`config.mk`:
```
export PLATFORM = sky130hd
export DESIGN_NAME = perf_monitor_msi_config
export DESIGN_NICKNAME = d
export VERILOG_FILES = /design/src/rtl/msi_cfg_pkg.sv /design/src/rtl/cfg_write_if.sv /design/src/rtl/perf_monitor_msi_config.sv /design/src/rtl/guarded_word.sv /design/src/rtl/msi_tag_update.sv
export SDC_FILE = /design/constraint.sdc
export NUM_CORES = 1
export LEC_CHECK = 0
export BUFFER_PORTS_ARGS = -buffer_cell sky130_fd_sc_hd__buf_2
export CAP_MARGIN = 10
export CORE_UTILIZATION = 45
export CTS_CLUSTER_SIZE = 12
export DETAILED_ROUTE_END_ITERATION = 7
export GPL_TIMING_DRIVEN = 0
export PLACE_DENSITY = 0.79
export SYNTH_ARGS = -nofsm -noshare
export SYNTH_HDL_FRONTEND = slang
export SYNTH_SLANG_ARGS = --single-unit
```
`constraint.sdc`:
```
create_clock -name ref_clk_i -period 6.15 [get_ports ref_clk_i]
set_input_delay 1.23 -clock ref_clk_i [delete_from_list [all_inputs] [get_ports ref_clk_i]]
set_output_delay 1.23 -clock ref_clk_i [all_outputs]
set_load 0.005 [all_outputs]
```
`src/rtl/msi_cfg_pkg.sv`:
```
package msi_cfg_pkg;

   // ****************************************************************
   // register offsets, byte addresses on the register port
   // ****************************************************************
   localparam logic [11:0] CTRL_OFS    = 12'he50;
   localparam logic [11:0] ACK_OFS     = 12'he54;
   localparam logic [11:0] TGT_LO_OFS  = 12'he58;
   localparam logic [11:0] TGT_HI_OFS  = 12'he5c;
   localparam logic [11:0] PAYLOAD_OFS = 12'he60;
   localparam logic [11:0] ATTR_OFS    = 12'he64;
   localparam logic [11:0] STATUS_OFS  = 12'he68;
   localparam logic [11:0] TAGS_OFS    = 12'he6c;

   // ****************************************************************
   // field positions and masks
   // ****************************************************************
   localparam int          ENABLE_BIT     = 0;
   localparam int          ABORT_BIT      = 0;
   localparam int          UPDATE_BIT     = 31;
   localparam int          GROUP_LSB      = 16;
   localparam int          PART_LSB       = 0;
   localparam int          DOMAIN_LSB     = 4;
   localparam int          KIND_LSB       = 0;
   localparam logic [63:0] ADDR_FIELD     = 64'h000f_ffff_ffff_fffc;
   localparam logic [31:0] ATTR_MASK      = 32'h0000_003f;
   localparam logic [31:0] PAYLOAD_MASK   = 32'hffff_ffff;

   // ****************************************************************
   // encodings
   // ****************************************************************
   localparam logic [1:0]  DOM_NONSH      = 2'h0;
   localparam logic [1:0]  DOM_RSVD       = 2'h1;
   localparam logic [1:0]  DOM_OUTER      = 2'h2;
   localparam logic [3:0]  DEV_KIND_MASK  = 4'hc;
   localparam logic [3:0]  DEV_KIND_VAL   = 4'h0;

   // ****************************************************************
   // values after reset
   // ****************************************************************
   localparam logic        ENABLE_RST     = 1'h0;
   localparam logic        UPDATE_RST     = 1'h0;
   localparam logic [7:0]  GROUP_RST      = 8'h00;
   localparam logic [15:0] PART_RST       = 16'h0000;

   // identifier width: position of the top one plus one, zero for zero
   function automatic logic [15:0] id_mask(input logic [15:0] lim);
      logic [15:0] m;
      m = 16'h0000;
      for (int i = 0; i < 16; i++) begin
         if (lim[i]) begin
            m = 16'(({17'h0, 16'h0} | 17'h1) << (i + 1)) - 16'h1;
            if (i == 15) begin
               m = 16'hffff;
            end
         end
      end
      return m;
   endfunction : id_mask

endpackage : msi_cfg_pkg

```
`src/rtl/cfg_write_if.sv`:
```
`timescale 1ns/1ns
interface cfg_write_if;
   logic        wr;
   logic [11:0] addr;
   logic [31:0] wdata;

   modport master (output wr, output addr, output wdata);
   modport target (input wr, input addr, input wdata);
endinterface : cfg_write_if

```
`src/rtl/perf_monitor_msi_config.sv`:
```
`timescale 1ns/1ns
// Function
// - target location held in bits 51:2
// - bits above output width stored as zero
// - zero target sends no MSI, wired edge
// - config read-only while enable or ack set
// - payload, target, attributes unknown after reset
// - domain 01 behaves as 00
// - device memory kind forces outer domain
// - memory kind taken from bits 3:0
// - abort flag set on aborted MSI write
// - enable 0-to-1 clears abort, 1-to-0 keeps
// - abort reads zero without MSI, status read-only
// - no MSI support: target, payload and attribute registers read zero, writes to them ignored
// - selects choose secure or non-secure limits
// - monitor group in bits 23:16, reset zero
// - partition id in bits 15:0, reset zero
// - over-limit identifiers may be replaced
// - update flag set by software, cleared once no MSI request is pending
// - write during update is ignored
// - write without update flag is ignored
// - accepted value reads back at once
// - interrupt needs enable and enabled overflow
// - disable completes after all MSI writes finish
module perf_monitor_msi_config #(
   parameter bit          MSI_SUPPORTED      = 1'b1,
   parameter bit          PARTITIONING       = 1'b1,
   parameter int          OUT_PHYS_WIDTH     = 52,
   parameter int          NUM_COUNTERS       = 4,
   parameter int          MAX_OUTSTANDING    = 4,
   parameter logic [15:0] NS_PARTITION_LIMIT = 16'hffff,
   parameter logic [15:0] S_PARTITION_LIMIT  = 16'hffff,
   parameter logic [7:0]  NS_GROUP_LIMIT     = 8'hff,
   parameter logic [7:0]  S_GROUP_LIMIT      = 8'hff
) (
   input  wire logic                    ref_clk_i,
   input  wire logic                    rst_i,
   input  wire logic                    reg_wr_i,
   input  wire logic                    reg_rd_i,
   input  wire logic [11:0]             reg_addr_i,
   input  wire logic [31:0]             reg_wdata_i,
   output logic [31:0]                  reg_rdata_o,
   output logic                         reg_rvalid_o,
   input  wire logic [NUM_COUNTERS-1:0] overflow_flag_i,
   input  wire logic [NUM_COUNTERS-1:0] counter_int_enable_i,
   input  wire logic                    msi_nonsecure_select_i,
   input  wire logic                    nonsecure_reg_access_i,
   output logic                         msi_req_o,
   output logic [63:0]                  msi_addr_o,
   output logic [31:0]                  msi_data_o,
   output logic [1:0]                   msi_domain_o,
   output logic [3:0]                   msi_kind_o,
   output logic                         msi_ns_o,
   output logic [15:0]                  msi_partition_o,
   output logic [7:0]                   msi_group_o,
   input  wire logic                    msi_ack_i,
   input  wire logic                    msi_done_i,
   input  wire logic                    msi_abort_i,
   output logic                         irq_edge_o
);
   // ****************************************************************
   // derived constants and checks
   // ****************************************************************
   localparam logic [63:0] ADDR_MASK = ((64'h1 << OUT_PHYS_WIDTH) - 64'h1)
                                       & msi_cfg_pkg::ADDR_FIELD;
   localparam logic [15:0] PART_MASK = PARTITIONING ?
      msi_cfg_pkg::id_mask(NS_PARTITION_LIMIT | S_PARTITION_LIMIT) : 16'h0000;
   localparam logic [15:0] GROUP_W16 = PARTITIONING ?
      msi_cfg_pkg::id_mask({8'h00, NS_GROUP_LIMIT | S_GROUP_LIMIT}) : 16'h0000;
   localparam logic [7:0]  GROUP_MASK = GROUP_W16[7:0];
   localparam int          CW = $clog2(MAX_OUTSTANDING + 1);
   localparam logic [CW-1:0] OUT_MAX = CW'(MAX_OUTSTANDING);

   initial begin
      if (OUT_PHYS_WIDTH < 33 || OUT_PHYS_WIDTH > 52 || NUM_COUNTERS < 1
          || MAX_OUTSTANDING < 1) begin
         $error("perf_monitor_msi_config: unsupported parameter value");
      end
   end

   // ****************************************************************
   // register write carrier and configuration words
   // ****************************************************************
   cfg_write_if bus ();
   assign bus.wr    = reg_wr_i;
   assign bus.addr  = reg_addr_i;
   assign bus.wdata = reg_wdata_i;

   logic            enable_reg;
   logic            ack_reg;
   logic            abort_reg;
   logic            pending_reg;
   logic [CW-1:0]   outst_reg;
   logic            lock;
   logic [31:0]     tgt_lo;
   logic [31:0]     tgt_hi;
   logic [31:0]     payload;
   logic [31:0]     attr;
   logic [31:0]     tag_image;
   logic            tag_pending;
   logic [15:0]     eff_part;
   logic [7:0]      eff_group;

   assign lock = enable_reg | ack_reg;

   guarded_word #(
      .OFFSET    (msi_cfg_pkg::TGT_LO_OFS),
      .KEEP_MASK (ADDR_MASK[31:0]),
      .PRESENT   (MSI_SUPPORTED)
   ) u_tgt_lo (
      .ref_clk_i (ref_clk_i),
      .bus       (bus),
      .lock_i    (lock),
      .value_o   (tgt_lo)
   );

   guarded_word #(
      .OFFSET    (msi_cfg_pkg::TGT_HI_OFS),
      .KEEP_MASK (ADDR_MASK[63:32]),
      .PRESENT   (MSI_SUPPORTED)
   ) u_tgt_hi (
      .ref_clk_i (ref_clk_i),
      .bus       (bus),
      .lock_i    (lock),
      .value_o   (tgt_hi)
   );

   guarded_word #(
      .OFFSET    (msi_cfg_pkg::PAYLOAD_OFS),
      .KEEP_MASK (msi_cfg_pkg::PAYLOAD_MASK),
      .PRESENT   (MSI_SUPPORTED)
   ) u_payload (
      .ref_clk_i (ref_clk_i),
      .bus       (bus),
      .lock_i    (lock),
      .value_o   (payload)
   );

   guarded_word #(
      .OFFSET    (msi_cfg_pkg::ATTR_OFS),
      .KEEP_MASK (msi_cfg_pkg::ATTR_MASK),
      .PRESENT   (MSI_SUPPORTED)
   ) u_attr (
      .ref_clk_i (ref_clk_i),
      .bus       (bus),
      .lock_i    (lock),
      .value_o   (attr)
   );

   msi_tag_update #(
      .PART_MASK  (PART_MASK),
      .GROUP_MASK (GROUP_MASK)
   ) u_tags (
      .ref_clk_i   (ref_clk_i),
      .rst_i       (rst_i),
      .bus         (bus),
      .hold_i      (msi_req_o),
      .image_o     (tag_image),
      .pending_o   (tag_pending),
      .eff_part_o  (eff_part),
      .eff_group_o (eff_group)
   );

   // ****************************************************************
   // enable and its acknowledge
   // ****************************************************************
   logic raise_done;
   logic drop_ok;
   assign raise_done = enable_reg && !ack_reg;
   // the ack may fall only when every earlier write has completed
   assign drop_ok = !enable_reg && ack_reg && outst_reg == '0 && !msi_req_o;

   always_ff @(posedge ref_clk_i) begin
      if (rst_i) begin
         enable_reg <= msi_cfg_pkg::ENABLE_RST;
      end else if (reg_wr_i && reg_addr_i == msi_cfg_pkg::CTRL_OFS) begin
         enable_reg <= reg_wdata_i[msi_cfg_pkg::ENABLE_BIT];
      end
   end

   always_ff @(posedge ref_clk_i) begin
      if (rst_i) begin
         ack_reg <= msi_cfg_pkg::ENABLE_RST;
      end else if (raise_done) begin
         ack_reg <= 1'b1;
      end else if (drop_ok) begin
         ack_reg <= 1'b0;
      end
   end

   // ****************************************************************
   // abort flag: a new abort wins over the clear on enable
   // ****************************************************************
   always_ff @(posedge ref_clk_i) begin
      if (rst_i) begin
         abort_reg <= 1'b0;
      end else if (msi_done_i && msi_abort_i && MSI_SUPPORTED) begin
         abort_reg <= 1'b1;
      end else if (raise_done) begin
         abort_reg <= 1'b0;
      end
   end

   // ****************************************************************
   // interrupt pending and launch
   // ****************************************************************
   logic raw_irq;
   logic fire;
   logic tgt_zero;
   logic sel_ns;
   logic part_ok;
   logic group_ok;
   logic is_device;
   assign raw_irq = |(overflow_flag_i & counter_int_enable_i)
                    && enable_reg && ack_reg;
   assign fire = pending_reg && enable_reg && ack_reg && !msi_req_o
                 && outst_reg != OUT_MAX;
   assign tgt_zero = {tgt_hi, tgt_lo} == 64'h0;
   assign sel_ns = msi_nonsecure_select_i | nonsecure_reg_access_i;
   assign part_ok = eff_part <= (sel_ns ? NS_PARTITION_LIMIT : S_PARTITION_LIMIT);
   assign group_ok = eff_group <= (sel_ns ? NS_GROUP_LIMIT : S_GROUP_LIMIT);
   assign is_device = (attr[msi_cfg_pkg::KIND_LSB +: 4] & msi_cfg_pkg::DEV_KIND_MASK)
                      == msi_cfg_pkg::DEV_KIND_VAL;

   always_ff @(posedge ref_clk_i) begin
      if (rst_i) begin
         pending_reg <= 1'b0;
      end else begin
         pending_reg <= raw_irq | (pending_reg & ~fire);
      end
   end

   always_ff @(posedge ref_clk_i) begin
      if (rst_i) begin
         irq_edge_o <= 1'b0;
      end else begin
         irq_edge_o <= fire && (tgt_zero || !MSI_SUPPORTED);
      end
   end

   always_ff @(posedge ref_clk_i) begin
      if (rst_i) begin
         msi_req_o <= 1'b0;
      end else if (fire && !tgt_zero && MSI_SUPPORTED) begin
         msi_req_o <= 1'b1;
      end else if (msi_ack_i) begin
         msi_req_o <= 1'b0;
      end
   end

   always_ff @(posedge ref_clk_i) begin
      if (rst_i) begin
         outst_reg <= '0;
      end else if ((msi_req_o && msi_ack_i) && !msi_done_i) begin
         outst_reg <= outst_reg + CW'(1);
      end else if (!(msi_req_o && msi_ack_i) && msi_done_i && outst_reg != '0) begin
         outst_reg <= outst_reg - CW'(1);
      end
   end

   // attributes captured at launch so they stand for the whole handshake
   always_ff @(posedge ref_clk_i) begin
      if (rst_i) begin
         msi_addr_o      <= 64'h0;
         msi_data_o      <= 32'h0;
         msi_domain_o    <= msi_cfg_pkg::DOM_NONSH;
         msi_kind_o      <= 4'h0;
         msi_ns_o        <= 1'b0;
         msi_partition_o <= msi_cfg_pkg::PART_RST;
         msi_group_o     <= msi_cfg_pkg::GROUP_RST;
      end else if (fire && !tgt_zero) begin
         msi_addr_o      <= {tgt_hi, tgt_lo};
         msi_data_o      <= payload;
         msi_kind_o      <= attr[msi_cfg_pkg::KIND_LSB +: 4];
         msi_ns_o        <= sel_ns;
         // over-limit identifiers are sent as zero
         msi_partition_o <= part_ok ? eff_part : 16'h0000;
         msi_group_o     <= group_ok ? eff_group : 8'h00;
         if (is_device) begin
            msi_domain_o <= msi_cfg_pkg::DOM_OUTER;
         end else if (attr[msi_cfg_pkg::DOMAIN_LSB +: 2] == msi_cfg_pkg::DOM_RSVD) begin
            msi_domain_o <= msi_cfg_pkg::DOM_NONSH;
         end else begin
            msi_domain_o <= attr[msi_cfg_pkg::DOMAIN_LSB +: 2];
         end
      end
   end

   // ****************************************************************
   // read port
   // ****************************************************************
   logic [31:0] rd_next;
   always_comb begin
      rd_next = 32'h0;
      case (reg_addr_i)
         msi_cfg_pkg::CTRL_OFS:    rd_next = {31'h0, enable_reg};
         msi_cfg_pkg::ACK_OFS:     rd_next = {31'h0, ack_reg};
         msi_cfg_pkg::TGT_LO_OFS:  rd_next = tgt_lo;
         msi_cfg_pkg::TGT_HI_OFS:  rd_next = tgt_hi;
         msi_cfg_pkg::PAYLOAD_OFS: rd_next = payload;
         msi_cfg_pkg::ATTR_OFS:    rd_next = attr;
         msi_cfg_pkg::STATUS_OFS:  rd_next = {31'h0, abort_reg & MSI_SUPPORTED};
         msi_cfg_pkg::TAGS_OFS:    rd_next = tag_image;
         default:                  rd_next = 32'h0;
      endcase
   end

   always_ff @(posedge ref_clk_i) begin
      if (rst_i) begin
         reg_rdata_o  <= 32'h0;
         reg_rvalid_o <= 1'b0;
      end else begin
         reg_rdata_o  <= reg_rd_i ? rd_next : 32'h0;
         reg_rvalid_o <= reg_rd_i;
      end
   end

   // ****************************************************************
   // checks
   // ****************************************************************
   lock_hold_a: assert property (
      @(posedge ref_clk_i) disable iff (rst_i)
      (reg_wr_i && reg_addr_i == msi_cfg_pkg::PAYLOAD_OFS && lock) |=> $stable(payload))
      else $error("locked payload changed");

   zero_target_a: assert property (
      @(posedge ref_clk_i) disable iff (rst_i)
      $rose(msi_req_o) |-> msi_addr_o != 64'h0 && !irq_edge_o)
      else $error("write issued to zero target");

   abort_clear_a: assert property (
      @(posedge ref_clk_i) disable iff (rst_i)
      (raise_done && !(msi_done_i && msi_abort_i)) |=> !abort_reg)
      else $error("abort not cleared on enable");

   abort_keep_a: assert property (
      @(posedge ref_clk_i) disable iff (rst_i)
      ($fell(enable_reg) && abort_reg) |-> ##1 abort_reg [*2])
      else $error("abort lost on disable");

   device_dom_a: assert property (
      @(posedge ref_clk_i) disable iff (rst_i)
      ($rose(msi_req_o) && $past(is_device)) |-> msi_domain_o == msi_cfg_pkg::DOM_OUTER)
      else $error("device write not outer domain");

   rsvd_dom_a: assert property (
      @(posedge ref_clk_i) disable iff (rst_i)
      $rose(msi_req_o) |-> msi_domain_o != msi_cfg_pkg::DOM_RSVD)
      else $error("reserved domain code issued");

   quiet_off_a: assert property (
      @(posedge ref_clk_i) disable iff (rst_i)
      !ack_reg |=> !$rose(msi_req_o) && !irq_edge_o)
      else $error("interrupt after disable completed");

   drop_wait_a: assert property (
      @(posedge ref_clk_i) disable iff (rst_i)
      $fell(ack_reg) |-> $past(outst_reg) == '0 && !$past(msi_req_o))
      else $error("disable completed with writes outstanding");

   irq_gate_a: assert property (
      @(posedge ref_clk_i) disable iff (rst_i)
      ($rose(msi_req_o) || irq_edge_o) |-> $past(enable_reg) && $past(ack_reg))
      else $error("interrupt while disabled");
endmodule : perf_monitor_msi_config

```
`src/rtl/guarded_word.sv`:
```
`timescale 1ns/1ns
module guarded_word #(
   parameter logic [11:0] OFFSET    = 12'h000,
   parameter logic [31:0] KEEP_MASK = 32'hffff_ffff,
   parameter bit          PRESENT   = 1'b1
) (
   input  wire logic        ref_clk_i,
   cfg_write_if.target      bus,
   input  wire logic        lock_i,
   output logic [31:0]      value_o
);
   logic [31:0] word_reg;

   // ****************************************************************
   // storage: deliberately no reset, software programs it first
   // ****************************************************************
   always_ff @(posedge ref_clk_i) begin
      if (bus.wr && bus.addr == OFFSET && !lock_i && PRESENT) begin
         word_reg <= bus.wdata & KEEP_MASK;
      end
   end

   assign value_o = PRESENT ? (word_reg & KEEP_MASK) : 32'h0;
endmodule : guarded_word

```
`src/rtl/msi_tag_update.sv`:
```
`timescale 1ns/1ns
module msi_tag_update #(
   parameter logic [15:0] PART_MASK  = 16'hffff,
   parameter logic [7:0]  GROUP_MASK = 8'hff
) (
   input  wire logic        ref_clk_i,
   input  wire logic        rst_i,
   cfg_write_if.target      bus,
   input  wire logic        hold_i,
   output logic [31:0]      image_o,
   output logic             pending_o,
   output logic [15:0]      eff_part_o,
   output logic [7:0]       eff_group_o
);
   logic [15:0] part_reg;
   logic [7:0]  group_reg;
   logic        pending_reg;
   logic        accept;

   // writes without the update flag, or during an update, are ignored
   assign accept = bus.wr && bus.addr == msi_cfg_pkg::TAGS_OFS
                   && bus.wdata[msi_cfg_pkg::UPDATE_BIT] && !pending_reg;

   always_ff @(posedge ref_clk_i) begin
      if (rst_i) begin
         part_reg  <= msi_cfg_pkg::PART_RST;
         group_reg <= msi_cfg_pkg::GROUP_RST;
      end else if (accept) begin
         part_reg  <= bus.wdata[msi_cfg_pkg::PART_LSB +: 16] & PART_MASK;
         group_reg <= bus.wdata[msi_cfg_pkg::GROUP_LSB +: 8] & GROUP_MASK;
      end
   end

   // ****************************************************************
   // update flag: completes once no write is in the handshake
   // ****************************************************************
   always_ff @(posedge ref_clk_i) begin
      if (rst_i) begin
         pending_reg <= msi_cfg_pkg::UPDATE_RST;
      end else if (accept) begin
         pending_reg <= 1'b1;
      end else if (pending_reg && !hold_i) begin
         pending_reg <= 1'b0;
      end
   end

   always_ff @(posedge ref_clk_i) begin
      if (rst_i) begin
         eff_part_o  <= msi_cfg_pkg::PART_RST;
         eff_group_o <= msi_cfg_pkg::GROUP_RST;
      end else if (pending_reg && !hold_i) begin
         eff_part_o  <= part_reg;
         eff_group_o <= group_reg;
      end
   end

   assign pending_o = pending_reg;
   assign image_o   = {pending_reg, 7'h00, group_reg, part_reg};

   update_done_a: assert property (
      @(posedge ref_clk_i) disable iff (rst_i)
      (pending_reg && !hold_i) |=> !pending_reg && eff_part_o == $past(part_reg))
      else $error("tag update did not complete with stored value");

   readback_a: assert property (
      @(posedge ref_clk_i) disable iff (rst_i)
      accept |=> pending_reg && part_reg == ($past(bus.wdata[15:0]) & PART_MASK))
      else $error("accepted tag write not visible on read");
endmodule : msi_tag_update

```
Word-level counts from Yosys, hierarchy flattened

Cells that the tools add are included.

Flip-flop bits (word level): 292
Latch bits: 0
Memory bits (writable): 0
ROM bits: 0
Bits of input ports: 61
Word-level logic and storage cells: 110
Memories: 0

$add $sub $neg: 2
Multiply operators: 0
Div/mod/pow operators: 0
Magnitude comparators: 2
Eq/ne operators: 10
Shift operators: 0
Muxes and demuxes: 15
Bitwise logic cells: 7
Reduce and logical (&&, ||, !) cells: 49

Operator list:

| cell                                              | count |
|---|---|
| case mux 32 bit (8 select lines)                  | 1 |
| == test 12 bit (second input constant)            | 8 |
| logical NOT 64 bit                                | 1 |
| logical AND 1 bit                                 | 30 |
| <= comparator 16 bit (second input constant)      | 1 |
| two-way mux 16 bit                                | 1 |
| nonzero test 2 bit                                | 5 |
| <= comparator 8 bit (second input constant)       | 1 |
| logical NOT 1 bit                                 | 8 |
| two-way mux 1 bit                                 | 8 |
| two-way mux 8 bit                                 | 1 |
| two-way mux 3 bit                                 | 2 |
| AND 4 bit                                         | 1 |
| logical NOT 4 bit                                 | 1 |
| two-way mux 2 bit                                 | 2 |
| OR reduction 4 bit                                | 1 |
| adder 3 x 1 -> 3 bit (second input constant)      | 1 |
| logical NOT 3 bit                                 | 1 |
| != test 3 bit (second input constant)             | 1 |
| OR 1 bit                                          | 3 |
| nonzero test 3 bit                                | 1 |
| subtractor 3 x 1 -> 3 bit (second input constant) | 1 |
| == test 2 x 1 -> 1 bit (second input constant)    | 1 |
| inverter 1 bit                                    | 2 |
| 2 further kinds                                   | 2 |

Longest topological paths before layout

Gate-level depths: netlist (run 1).

Word-level depth: 7
Mapped depth: 8
Gate-level depth less buffers: 7

Hierarchy

A second synthesis (run 1) with hierarchy kept.

Cell total of the unflattened synthesis: 1,265
Area, all modules: 12,807.3 µm²

Modules (own cells, without submodules):

| module                   | instances | cells an instance | area an instance (µm²) |
|---|---|---|---|
| perf_monitor_msi_config  | 1         | 885               | 7,606.0 |
| msi_tag_update           | 1         | 229               | 2,067.0 |
| guarded_word (u_payload) | 1         | 37                | 1,007.2 |
| guarded_word (u_tgt_lo)  | 1         | 38                | 963.4 |
| guarded_word (u_tgt_hi)  | 1         | 38                | 740.7 |
| guarded_word (u_attr)    | 1         | 38                | 422.9 |

Worst setup path before layout (run 1)

OpenSTA, ideal clock, no wires.

Path type: input-to-reg
Start point: input reg_addr_i[7]
End point: register u_payload.word_reg[0], in the netlist u_payload.value_o[0] (enable)
Library setup time: 0.501 ns
Arrival time: 4.851 ns
Data required time: 5.649 ns
Path slack: 0.798 ns
Stages: 3
Path through: nor4b_2 > nand2_1 > nor4_1

Longest elaborated chain between the ends: 3

Ends and longest elaborated chain:

| what                           | RTL line                      | RTL |
|---|---|---|
| start, declared                | perf_monitor_msi_config.sv:40 | `input wire logic [11:0] reg_addr_i,` |
| == test 12 bit                 | guarded_word.sv:18            | `if (bus.wr && bus.addr == OFFSET && !lock_i && PRESENT) begin` |
| logical AND 1 bit (2 in a row) | guarded_word.sv:18            |  |
| end signal, assigned           | guarded_word.sv:19            | `word_reg <= bus.wdata & KEEP_MASK;` |
| end, declared                  | guarded_word.sv:12            | `logic [31:0] word_reg;` |

No other way between the ends.
A chain may end at the register's enable or synchronous reset.

Worst setup path after layout (run 1)

Start point: input reg_addr_i[7]
End point: register reg_rdata_o[1]

Longest elaborated chain between the ends: 2

Ends and longest elaborated chain:

| what                                 | RTL line                       | RTL |
|---|---|---|
| == test 12 bit                       | perf_monitor_msi_config.sv:295 | `case (reg_addr_i)` |
| case mux 32 bit (8 select lines) (*) | perf_monitor_msi_config.sv:295 |  |
| end signal, assigned                 | perf_monitor_msi_config.sv:313 | `reg_rdata_o <= reg_rd_i ? rd_next : 32'h0;` |
| end, declared                        | perf_monitor_msi_config.sv:42  | `output logic [31:0] reg_rdata_o,` |

Mark *: on every way between the ends. The rest lies on a longest branch, timed or not.

==> impl_results.md, run 1 <==
* Max reg flops at 50
* Drt pass-1 iters at 6
* Clock root buffer master: clkbuf_16
* Initial Util at 45.8%
* Worst path bufs/invs at 2
* CP delay by family, top: simple AND/OR/NAND/NOR gates
* Vias in the first global route at 9000
* Worst VDD drop at 0.167 mV
* Top layer in use: met5
* # H-tree levels at 1
* Post_cts resized at 0
* Final instance area at 13200 um^2
* CP Launch Type: input pin
* Final wirelength at 34.3 mm
* Syn Inst Count at 1038
* Status: finished, final reports clean
* TritonCTS buffer count at 29
* Placed Instances at 1587
* Gr ovfl total at 0
* CTS Hold Bufs at 0
* Synthesis-stage register bit count at 292
* Layout cells sized above 1 at 22.3%
* Largest net degree at the start of global routing at 14
* Drc violations at 0
* Placed inst area at 12300 um^2
* Post-route ant nets at 0
* Skew-Pair Late Insertion Delay at 0.54 ns
* Violation count after the first detailed-route iteration at 1026
* Clk sinks at 292
* DR WL met2 at 15.6 mm
* Count of different cell masters after synthesis at 42
* Setup Fix Bufs, Post-CTS at 0
* DP HPWL at 25.2 mm
* Biggest register: msi_addr_o
* Avg Vias per Cell at 5.74
* PortBufs at 207
* Slowest-stage cell, CP: nor3_1
* WL/cell at 20.8 um
* Hold crit path type: reg2reg
* Mapped cell area at 10700 um^2
* Pwr Density at 284 nW/um^2
* Placer Congestion at 0.934
* Core area at 23400 um^2
* DR WL met3 at 3.89 mm
* Die Y at 156 um
* RSZ-0062 raised after global routing: no
* Register area share after synthesis at 62.8%
* Global-route wire length before repair at 51.3 mm
* Crit-path cells: buf_2, nor4b_2, nand2_1, nor3_1, clkbuf_1, a22oi_1, a21oi_1
* Crit. End Element: flip-flop
* I/O pin cnt at 223
* Min Tclk post-route at 3.54 ns
* CTS tree: yes
* Worst Path Max Fanout at 10
* DR vias at 9432
* Hold Slack at 0.458 ns
* Area grow syn2layout at 23.0%
* Setup Skew at 0.0110 ns
* Syn. warnings at 0
* Final non-filler cell total at 1644
* Leak Pwr at 4.80 nW
* DRT met1 WL at 13.5 mm
* Max_slew headroom at 25.5%
* DIE AREA at 24400 um^2
* CP max stage delay at 0.73 ns
* Peak Freq at 0.282 GHz
* Final setup vio count at 0
* Syn Area/Cell at 10.3 um^2
* Initial antenna violation count at 6
* Overall Global Routing Usage at 27.7%
* Final period util at 57.6%
* Die X at 156 um
* Pins over their slew limit at 0
* Clk slew on worst S/H paths at 0.06 ns
* Max cap viols at 0
* Core Rows at 56
* Critical path required time at 6.58 ns
* Final hold violations at 0
* WP data arrival at 3.97 ns
* CP Class: in2reg
* Worst-margin pin slew at 1.11 ns
* Total Power at 3.75 mW
* Final nets at 1361
* Max Buffers Root-to-Sink at 3
## metrics by stage
| step | TNS [ns] | worst slack (ns) | utilization [%] |
|---|---|---|---|
| 2_1_floorplan | 0 | 0.798 | - |
| 3_3_place_gp | -88.41 | -1.59 | 52.1 |
| 3_5_place_dp | 0 | 2.21 | 52.5 |
| 4_1_cts | 0 | 2.74 | 56.3 |
| 5_1_grt | 0 | 2.63 | 56.3 |
| 6_report | 0 | 2.61 | 56.3 |
## area by class of cell
type | instances | area, um^2
Fill cell | 2090 | 10200
Clock buffer | 51 | 858
Timing Repair Buffer | 217 | 1120
Clock inverter | 1 | 8.76
Inverter | 4 | 15.0
Sequential cell | 292 | 6730
Antenna cell | 5 | 12.5
Tap cell | 319 | 399
Buffer | 105 | 499
Multi-Input combinational cell | 650 | 3540
## synth_stat cells (all sizes together)
master | instances | area (um^2)
a22oi | 44 | 330
edfxtp | 88 | 2640
inv | 3 | 11.3
dfxtp | 204 | 4080
nand4 | 3 | 18.8
a32oi | 1 | 8.76
nand3 | 113 | 566
nand2 | 60 | 225
nand4b | 1 | 8.76
a21oi | 165 | 826
a222oi | 9 | 90.1
o211ai | 1 | 7.51
a31oi | 1 | 6.26
fa | 1 | 20.0
nor2 | 48 | 180
nor4 | 17 | 113
xnor2 | 1 | 8.76
a221oi | 1 | 8.76
a21o | 1 | 7.51
nor4b | 1 | 15.0
and4b | 2 | 20.0
and3b | 2 | 17.5
nand2b | 3 | 18.8
clkinv | 1 | 3.75
nor4bb | 1 | 10.0
or4 | 1 | 7.51
o41ai | 2 | 17.5
nor2b | 5 | 31.3
mux2i | 26 | 260
conb | 1 | 3.75
and2 | 1 | 6.26
o31ai | 1 | 7.51
clkbuf | 55 | 206
nor3 | 8 | 45.0
o21ai | 114 | 571
and4 | 1 | 8.76
nor3b | 1 | 7.51
buf | 50 | 293
## power breakdown
group | total, mW | internal [mW] | switching, mW
Clock | 1.64 | 0.935 | 0.703
Sequential | 2.00 | 1.99 | 0.0115
Combinational | 0.111 | 0.0448 | 0.0660
Total | 3.75 | 2.97 | 0.780
## layer usage
metal	track usage [%]	vias to the layer above
met5	0	-
met4	11.4	2
met3	6.45	100
met2	44.4	572
met1	36.1	4465
li1	-	4293
## tightest hold or removal path, stage by stage (launching register included)
cell and delay (ns):
dfxtp_1 0.31, nand2_1 0.05, a21oi_1 0.05
## layout by cell type (no fill, tap or decap), types with 2 or more instances in the layout
cell type and n:
a21oi_1 165, clkbuf_8 5, buf_4 32, edfxtp_1 88
dfxtp_1 204, buf_1 14, nor4_1 14, clkbuf_16 29
nor2b_1 5, a22oi_1 44, o21ai_0 114, conb_1 14
nor4_2 3, inv_1 3, mux2i_1 26, clkbuf_1 72
buf_6 2, buf_2 219, nor3_2 2, nand3_1 113
nand2b_1 3, nor2_1 48, and4b_1 2, a222oi_1 9
nand4_1 3, and3b_1 2, nand2_1 60, diode_2 5
nor3_1 6, o41ai_1 2
## path summary, 6_finish.rpt
check / depth (start not counted) / slack, ns / endpoint / start
worst max register to register: 7 / 3.07 / msi_data_o[12]$_SDFFE_PP0P_ / u_tgt_hi.word_reg[1]$_DFFE_PP_
worst max-delay path: 7 / 2.61 / reg_rdata_o[1]$_SDFF_PP0_ / reg_addr_i[7]
worst min register to register: 2 / 0.46 / u_tags.eff_part_o[2]$_SDFFE_PP0P_ / u_tags.eff_part_o[2]$_SDFFE_PP0P_
worst min-delay path: 2 / 0.46 / u_tags.eff_part_o[2]$_SDFFE_PP0P_ / u_tags.eff_part_o[2]$_SDFFE_PP0P_
## cells by family (layout without fill, tap and decap cells)
| logic type | after synthesis | count (layout) | synth area share, % |
|---|---|---|---|
| flip-flops | 292 | 292 | 62.8 |
| AO/OA/AOI/OAI | 340 | 340 | 17.6 |
| other | 1 | 19 | 0.0350 |
| adder cells (fa/ha/maj) | 1 | 1 | 0.187 |
| XOR/XNOR | 1 | 1 | 0.0818 |
| AND/OR/NAND/NOR | 268 | 268 | 12.1 |
| multiplexers | 26 | 26 | 2.43 |
| buffers and inverters | 109 | 378 | 4.80 |
Power figures use the tool's default switching activity.
==> run 2: changes to the inputs <==
PLACE_DENSITY = 0.81   (was 0.79)
clock period = 3.2 ns   (was 6.15 ns; I/O delays follow)
==> impl_results.md, run 2 (synthesis results as in run 1) <==
* DP HPWL at 25.1 mm
* Final nets at 1357
* Peak Freq at 0.329 GHz
* PortBufs at 207
* Final instance area at 13200 um^2
* Final TNS setup at 0 ns
* Status: finished, final reports clean
* Final period util at 94.9%
* Crit. End Element: flip-flop
* Drc violations at 0
* DR vias at 9483
* Die X at 156 um
* Post-route ant nets at 0
* Global-route wire length before repair at 51.1 mm
* Leak Pwr at 4.82 nW
* # H-tree levels at 1
* Avg Vias per Cell at 5.76
* CTS Hold Bufs at 0
* Placed inst area at 12300 um^2
* Max_slew headroom at 27.5%
* CP Launch Type: input pin
* Placer Congestion at 0.912
* Clock root buffer master: clkbuf_16
* Die Y at 156 um
* Largest net degree at the start of global routing at 15
* Setup Skew at 0.0113 ns
* WL/cell at 20.8 um
* Initial antenna violation count at 8
* Clk slew on worst S/H paths at 0.06 ns
* Final hold violations at 0
* Initial Util at 45.8%
* Commonest non-fill, non-tap cells in the layout: buf_2 (219), dfxtp_1 (204), a21oi_1 (165)
* Max cap viols at 0
* Gr ovfl total at 0
* CTS tree: yes
* Setup Fix Bufs, Post-CTS at 0
* Min Tclk post-route at 3.04 ns
* Core Rows at 56
* GRT met3 Usage at 8.03%
* Critical path required time at 3.63 ns
* Violation count after the first detailed-route iteration at 1001
* Core area at 23400 um^2
* Global routing's busiest layer: met2
* Layout cells sized above 1 at 22.1%
* Worst-margin pin slew at 1.08 ns
* Post_cts resized at 0
* Final WS setup at 0.162 ns
* Area grow syn2layout at 23.7%
* Max Buffers Root-to-Sink at 3
* Layout filler cell count at 2055
* GRT met1 Usage at 34.9%
* Overall Global Routing Usage at 27.6%
* Drt pass-1 iters at 6
* DIE AREA at 24400 um^2
* Worst VDD drop at 0.342 mV
* Most common cell after layout, fill and taps aside: buf_2
* Hold crit path type: in2reg
* Pins over their slew limit at 0
* Final wirelength at 34.2 mm
* Routing usage on met2 at 44.9%
* Worst Path Max Fanout at 10
* Placement Setup Slack at -0.235 ns
* Max reg flops at 50
* I/O pin cnt at 223
* RSZ-0062 raised after global routing: no
* TritonCTS buffer count at 30
* Skew-Pair Late Insertion Delay at 0.55 ns
* Final setup vio count at 0
* CP Class: in2reg
* Biggest register: msi_addr_o
* WP data arrival at 3.47 ns
* Pwr Density at 558 nW/um^2
* Clk sinks at 292
* Vias in the first global route at 9132
-- run 2: cell count changes in the layout (fill, tap and decap cells not counted), sizes merged --
cell    change
clkbuf      +2
clkinv      +1
diode       +2
inv         +1
buf         -5
-- run 2: final timing paths --
| path | startpoint | to | slack (ns) | depth (start not counted) |
|---|---|---|---|---|
| worst max-delay path | reg_addr_i[7] | reg_rdata_o[1]$_SDFF_PP0_ | 0.16 | 7 |
| worst min-delay path | reg_wdata_i[24] | u_payload.value_o[24]$_DFFE_PP_ | 0.29 | 1 |
| worst max register to register | u_tgt_lo.word_reg[26]$_DFFE_PP_ | msi_data_o[25]$_SDFFE_PP0P_ | 0.21 | 7 |
| worst min register to register | u_tags.eff_part_o[8]$_SDFFE_PP0P_ | u_tags.eff_part_o[8]$_SDFFE_PP0P_ | 0.46 | 2 |
-- run 2: critical path, cell delays in order --
cell and delay, ns:
buf_2 0.10, nor4b_2 0.48, nand2_1 0.27, nor3_1 0.80
clkbuf_1 0.64, a22oi_1 0.20, a21oi_1 0.34
-- run 2: per-layer routing --
metal / vias to the layer above / wire (um)
li1: 4297 / -
met1: 4487 / 12900
met2: 615 / 15700
met3: 82 / 4590
met4: 2 / 963
met5: - / 8
-- run 2: final cells by class --
cell class / count / area (um^2) / area share [%]
clock inverter: 3 / 18.8 / 0.142
antenna: 7 / 17.5 / 0.132
clock buffer: 53 / 921 / 6.95
inverter: 4 / 15.0 / 0.113
multi-input combinational: 650 / 3560 / 26.8
timing repair buffer: 212 / 1100 / 8.27
sequential: 292 / 6730 / 50.8
buffer: 105 / 499 / 3.77
tap: 319 / 399 / 3.01
-- run 2: metrics by stage --
| stage | instances | utilization, % | hold WS [ns] | total power, mW |
|---|---|---|---|---|
| 4_1_cts | 1638 | 56.5 | 0.274 | 7.40 |
| 2_1_floorplan | 1051 | - | 0.437 | 4.05 |
| 3_5_place_dp | 1582 | 52.5 | 0.451 | 4.14 |
| 6_report | 1645 | 56.6 | 0.286 | 7.39 |
| 5_1_grt | 1641 | 56.6 | 0.277 | 7.58 |
| 3_3_place_gp | 1577 | 52.2 | 0.449 | 4.13 |
-- run 2: power breakdown --
part | internal (mW) | switching [mW] | leakage, nW | total, mW
combinational | 0.0876 | 0.128 | 1.94 | 0.215
clock | 1.94 | 1.39 | 0.455 | 3.33
sequential | 3.82 | 0.0221 | 2.43 | 3.84
total | 5.85 | 1.54 | 4.82 | 7.39
==> run 3: changes to the inputs <==
RECOVER_POWER = 100   (was not set)
==> impl_results.md, run 3 (synthesis results as in run 1) <==
* Status: complete, but fails checks
* Failing checks: design-rule violations, max-capacitance violations, max-slew violations
* Largest net degree at the start of global routing at 15
* Post_cts resized at 0
* Die X at 156 um
* Gr ovfl total at 0
* Clock root buffer master: clkbuf_16
* Final hold violations at 0
* WL/cell at 20.8 um
* Post-route ant nets at 0
* CTS tree: yes
* Avg Vias per Cell at 5.79
* Leak Pwr at 4.33 nW
* Min Tclk post-route at 3.06 ns
* Core Rows at 56
* WP data arrival at 3.53 ns
* Overall Global Routing Usage at 27.6%
* Commonest non-fill, non-tap cells in the layout: dfxtp_1 (204), clkbuf_1 (195), a21oi_1 (165)
* TritonCTS buffer count at 30
* Final setup vio count at 0
* Die Y at 156 um
* Max Buffers Root-to-Sink at 3
* DIE AREA at 24400 um^2
* Violation count after the first detailed-route iteration at 1099
* Layout cells sized above 1 at 12.8%
* Launch point of the worst reg-to-reg path: u_tgt_lo.word_reg[31]$_DFFE_PP_
* Drt pass-1 iters at 8
* Pwr Density at 567 nW/um^2
* # H-tree levels at 1
* Max_slew headroom at -14.2%
* Pins over their slew limit at 11
* Critical Path Start: u_tgt_lo.word_reg[31]$_DFFE_PP_
* Peak Freq at 0.327 GHz
* CTS Hold Bufs at 0
* Global-route wire length before repair at 51.1 mm
* Skew-Pair Late Insertion Delay at 0.55 ns
* Final non-filler cell total at 1643
* Hold Slack at 0.287 ns
* RSZ-0062 raised after global routing: no
* Most common cell after layout, fill and taps aside: dfxtp_1
* Placer Congestion at 0.912
* Clk sinks at 292
* Final period util at 95.7%
* Max reg flops at 50
* Final nets at 1357
* Clk slew on worst S/H paths at 0.06 ns
* I/O pin cnt at 223
* Drc violations at 1
* Setup Skew at 0.0147 ns
* Critical path required time at 3.67 ns
* Biggest register: msi_addr_o
* DP HPWL at 25.1 mm
* Setup Fix Bufs, Post-CTS at 0
* Core area at 23400 um^2
* Worst Setup EP: msi_addr_o[14]$_SDFFE_PP0P_
* Initial antenna violation count at 5
* Vias in the first global route at 9132
* DR vias at 9517
* Final wirelength at 34.2 mm
* Worst Path Max Fanout at 10
* PortBufs at 207
* Worst VDD drop at 0.351 mV
* Placed inst area at 12300 um^2
* CP Launch Type: flip-flop
* Worst-margin pin slew at 1.70 ns
* Worst R2R Path Depth at 7
* Worst reg2reg endpoint: msi_addr_o[14]$_SDFFE_PP0P_
* Reg2Reg Setup Slack at 0.14 ns
* Hold crit path type: in2reg
* Initial Util at 45.8%
* Placed Instances at 1582
* CP Class: reg2reg
* Area grow syn2layout at 21.7%
* Final instance area at 13000 um^2
* Max cap viols at 1
* Crit. End Element: flip-flop
-- run 3: changes by cell type in the layout (fill, tap and decap cells not counted), sizes merged --
cell    delta
buf      -126
clkbuf   +126
diode      -2
-- run 3: how the worst min path moves through the flow --
stage,startpoint,to,depth (start not counted)
final,reg_wdata_i[24],u_payload.value_o[24]$_DFFE_PP_,1
after global routing,reg_wdata_i[24],u_payload.value_o[24]$_DFFE_PP_,1
after CTS,reg_wdata_i[24],u_tgt_lo.word_reg[24]$_DFFE_PP_,1
after detailed placement,u_tags.eff_part_o[14]$_SDFFE_PP0P_,u_tags.eff_part_o[14]$_SDFFE_PP0P_,2
after global placement,u_tags.eff_part_o[2]$_SDFFE_PP0P_,u_tags.eff_part_o[2]$_SDFFE_PP0P_,2
after floorplan,u_tags.eff_group_o[0]$_SDFFE_PP0P_,u_tags.eff_group_o[0]$_SDFFE_PP0P_,2
-- run 3: area by class of cell --
class,count,area (um^2)
Timing Repair Buffer,212,931
Inverter,4,15.0
Antenna cell,5,12.5
Clock inverter,3,18.8
Fill cell,2122,10400
Multi-Input combinational cell,650,3530
Tap cell,319,399
Buffer,105,483
Sequential cell,292,6730
Clock buffer,53,921
-- run 3: power breakdown --
part / internal [mW] / leakage, nW / switching (mW)
clock: 1.94 / 0.455 / 1.40
combinational: 0.0817 / 1.44 / 0.127
sequential: 3.82 / 2.43 / 0.0224
-- run 3: worst max-delay path, stage by stage, from the launching register on --
cell and delay (ns):
edfxtp_1 0.50, nor4_1 0.40, nand3_1 0.20, nor4_2 0.79, buf_2 0.45, clkbuf_1 0.32
o21ai_0 0.13, a21oi_1 0.17
-- run 3: routing by layer --
metal,vias to the layer above,track usage [%],share of wire (%)
li1,4293,-,-
met1,4513,34.9,38
met2,625,44.9,45
met3,84,8.03,13
met4,2,9.66,2.9
met5,-,0,0.023
-- run 3: through the flow --
step                      total power, mW  setup TNS (ns)  setup slack [ns]  util [%]
final                                7.39               0             0.138      55.7
after global routing                 7.57               0            0.0602      55.7
after CTS                            7.40               0             0.283      56.5
after detailed placement             4.14           -2.77            -0.235      52.5
after global placement               4.13          -52.53             -1.03      52.2
after floorplan                      4.05               0            0.0702         -
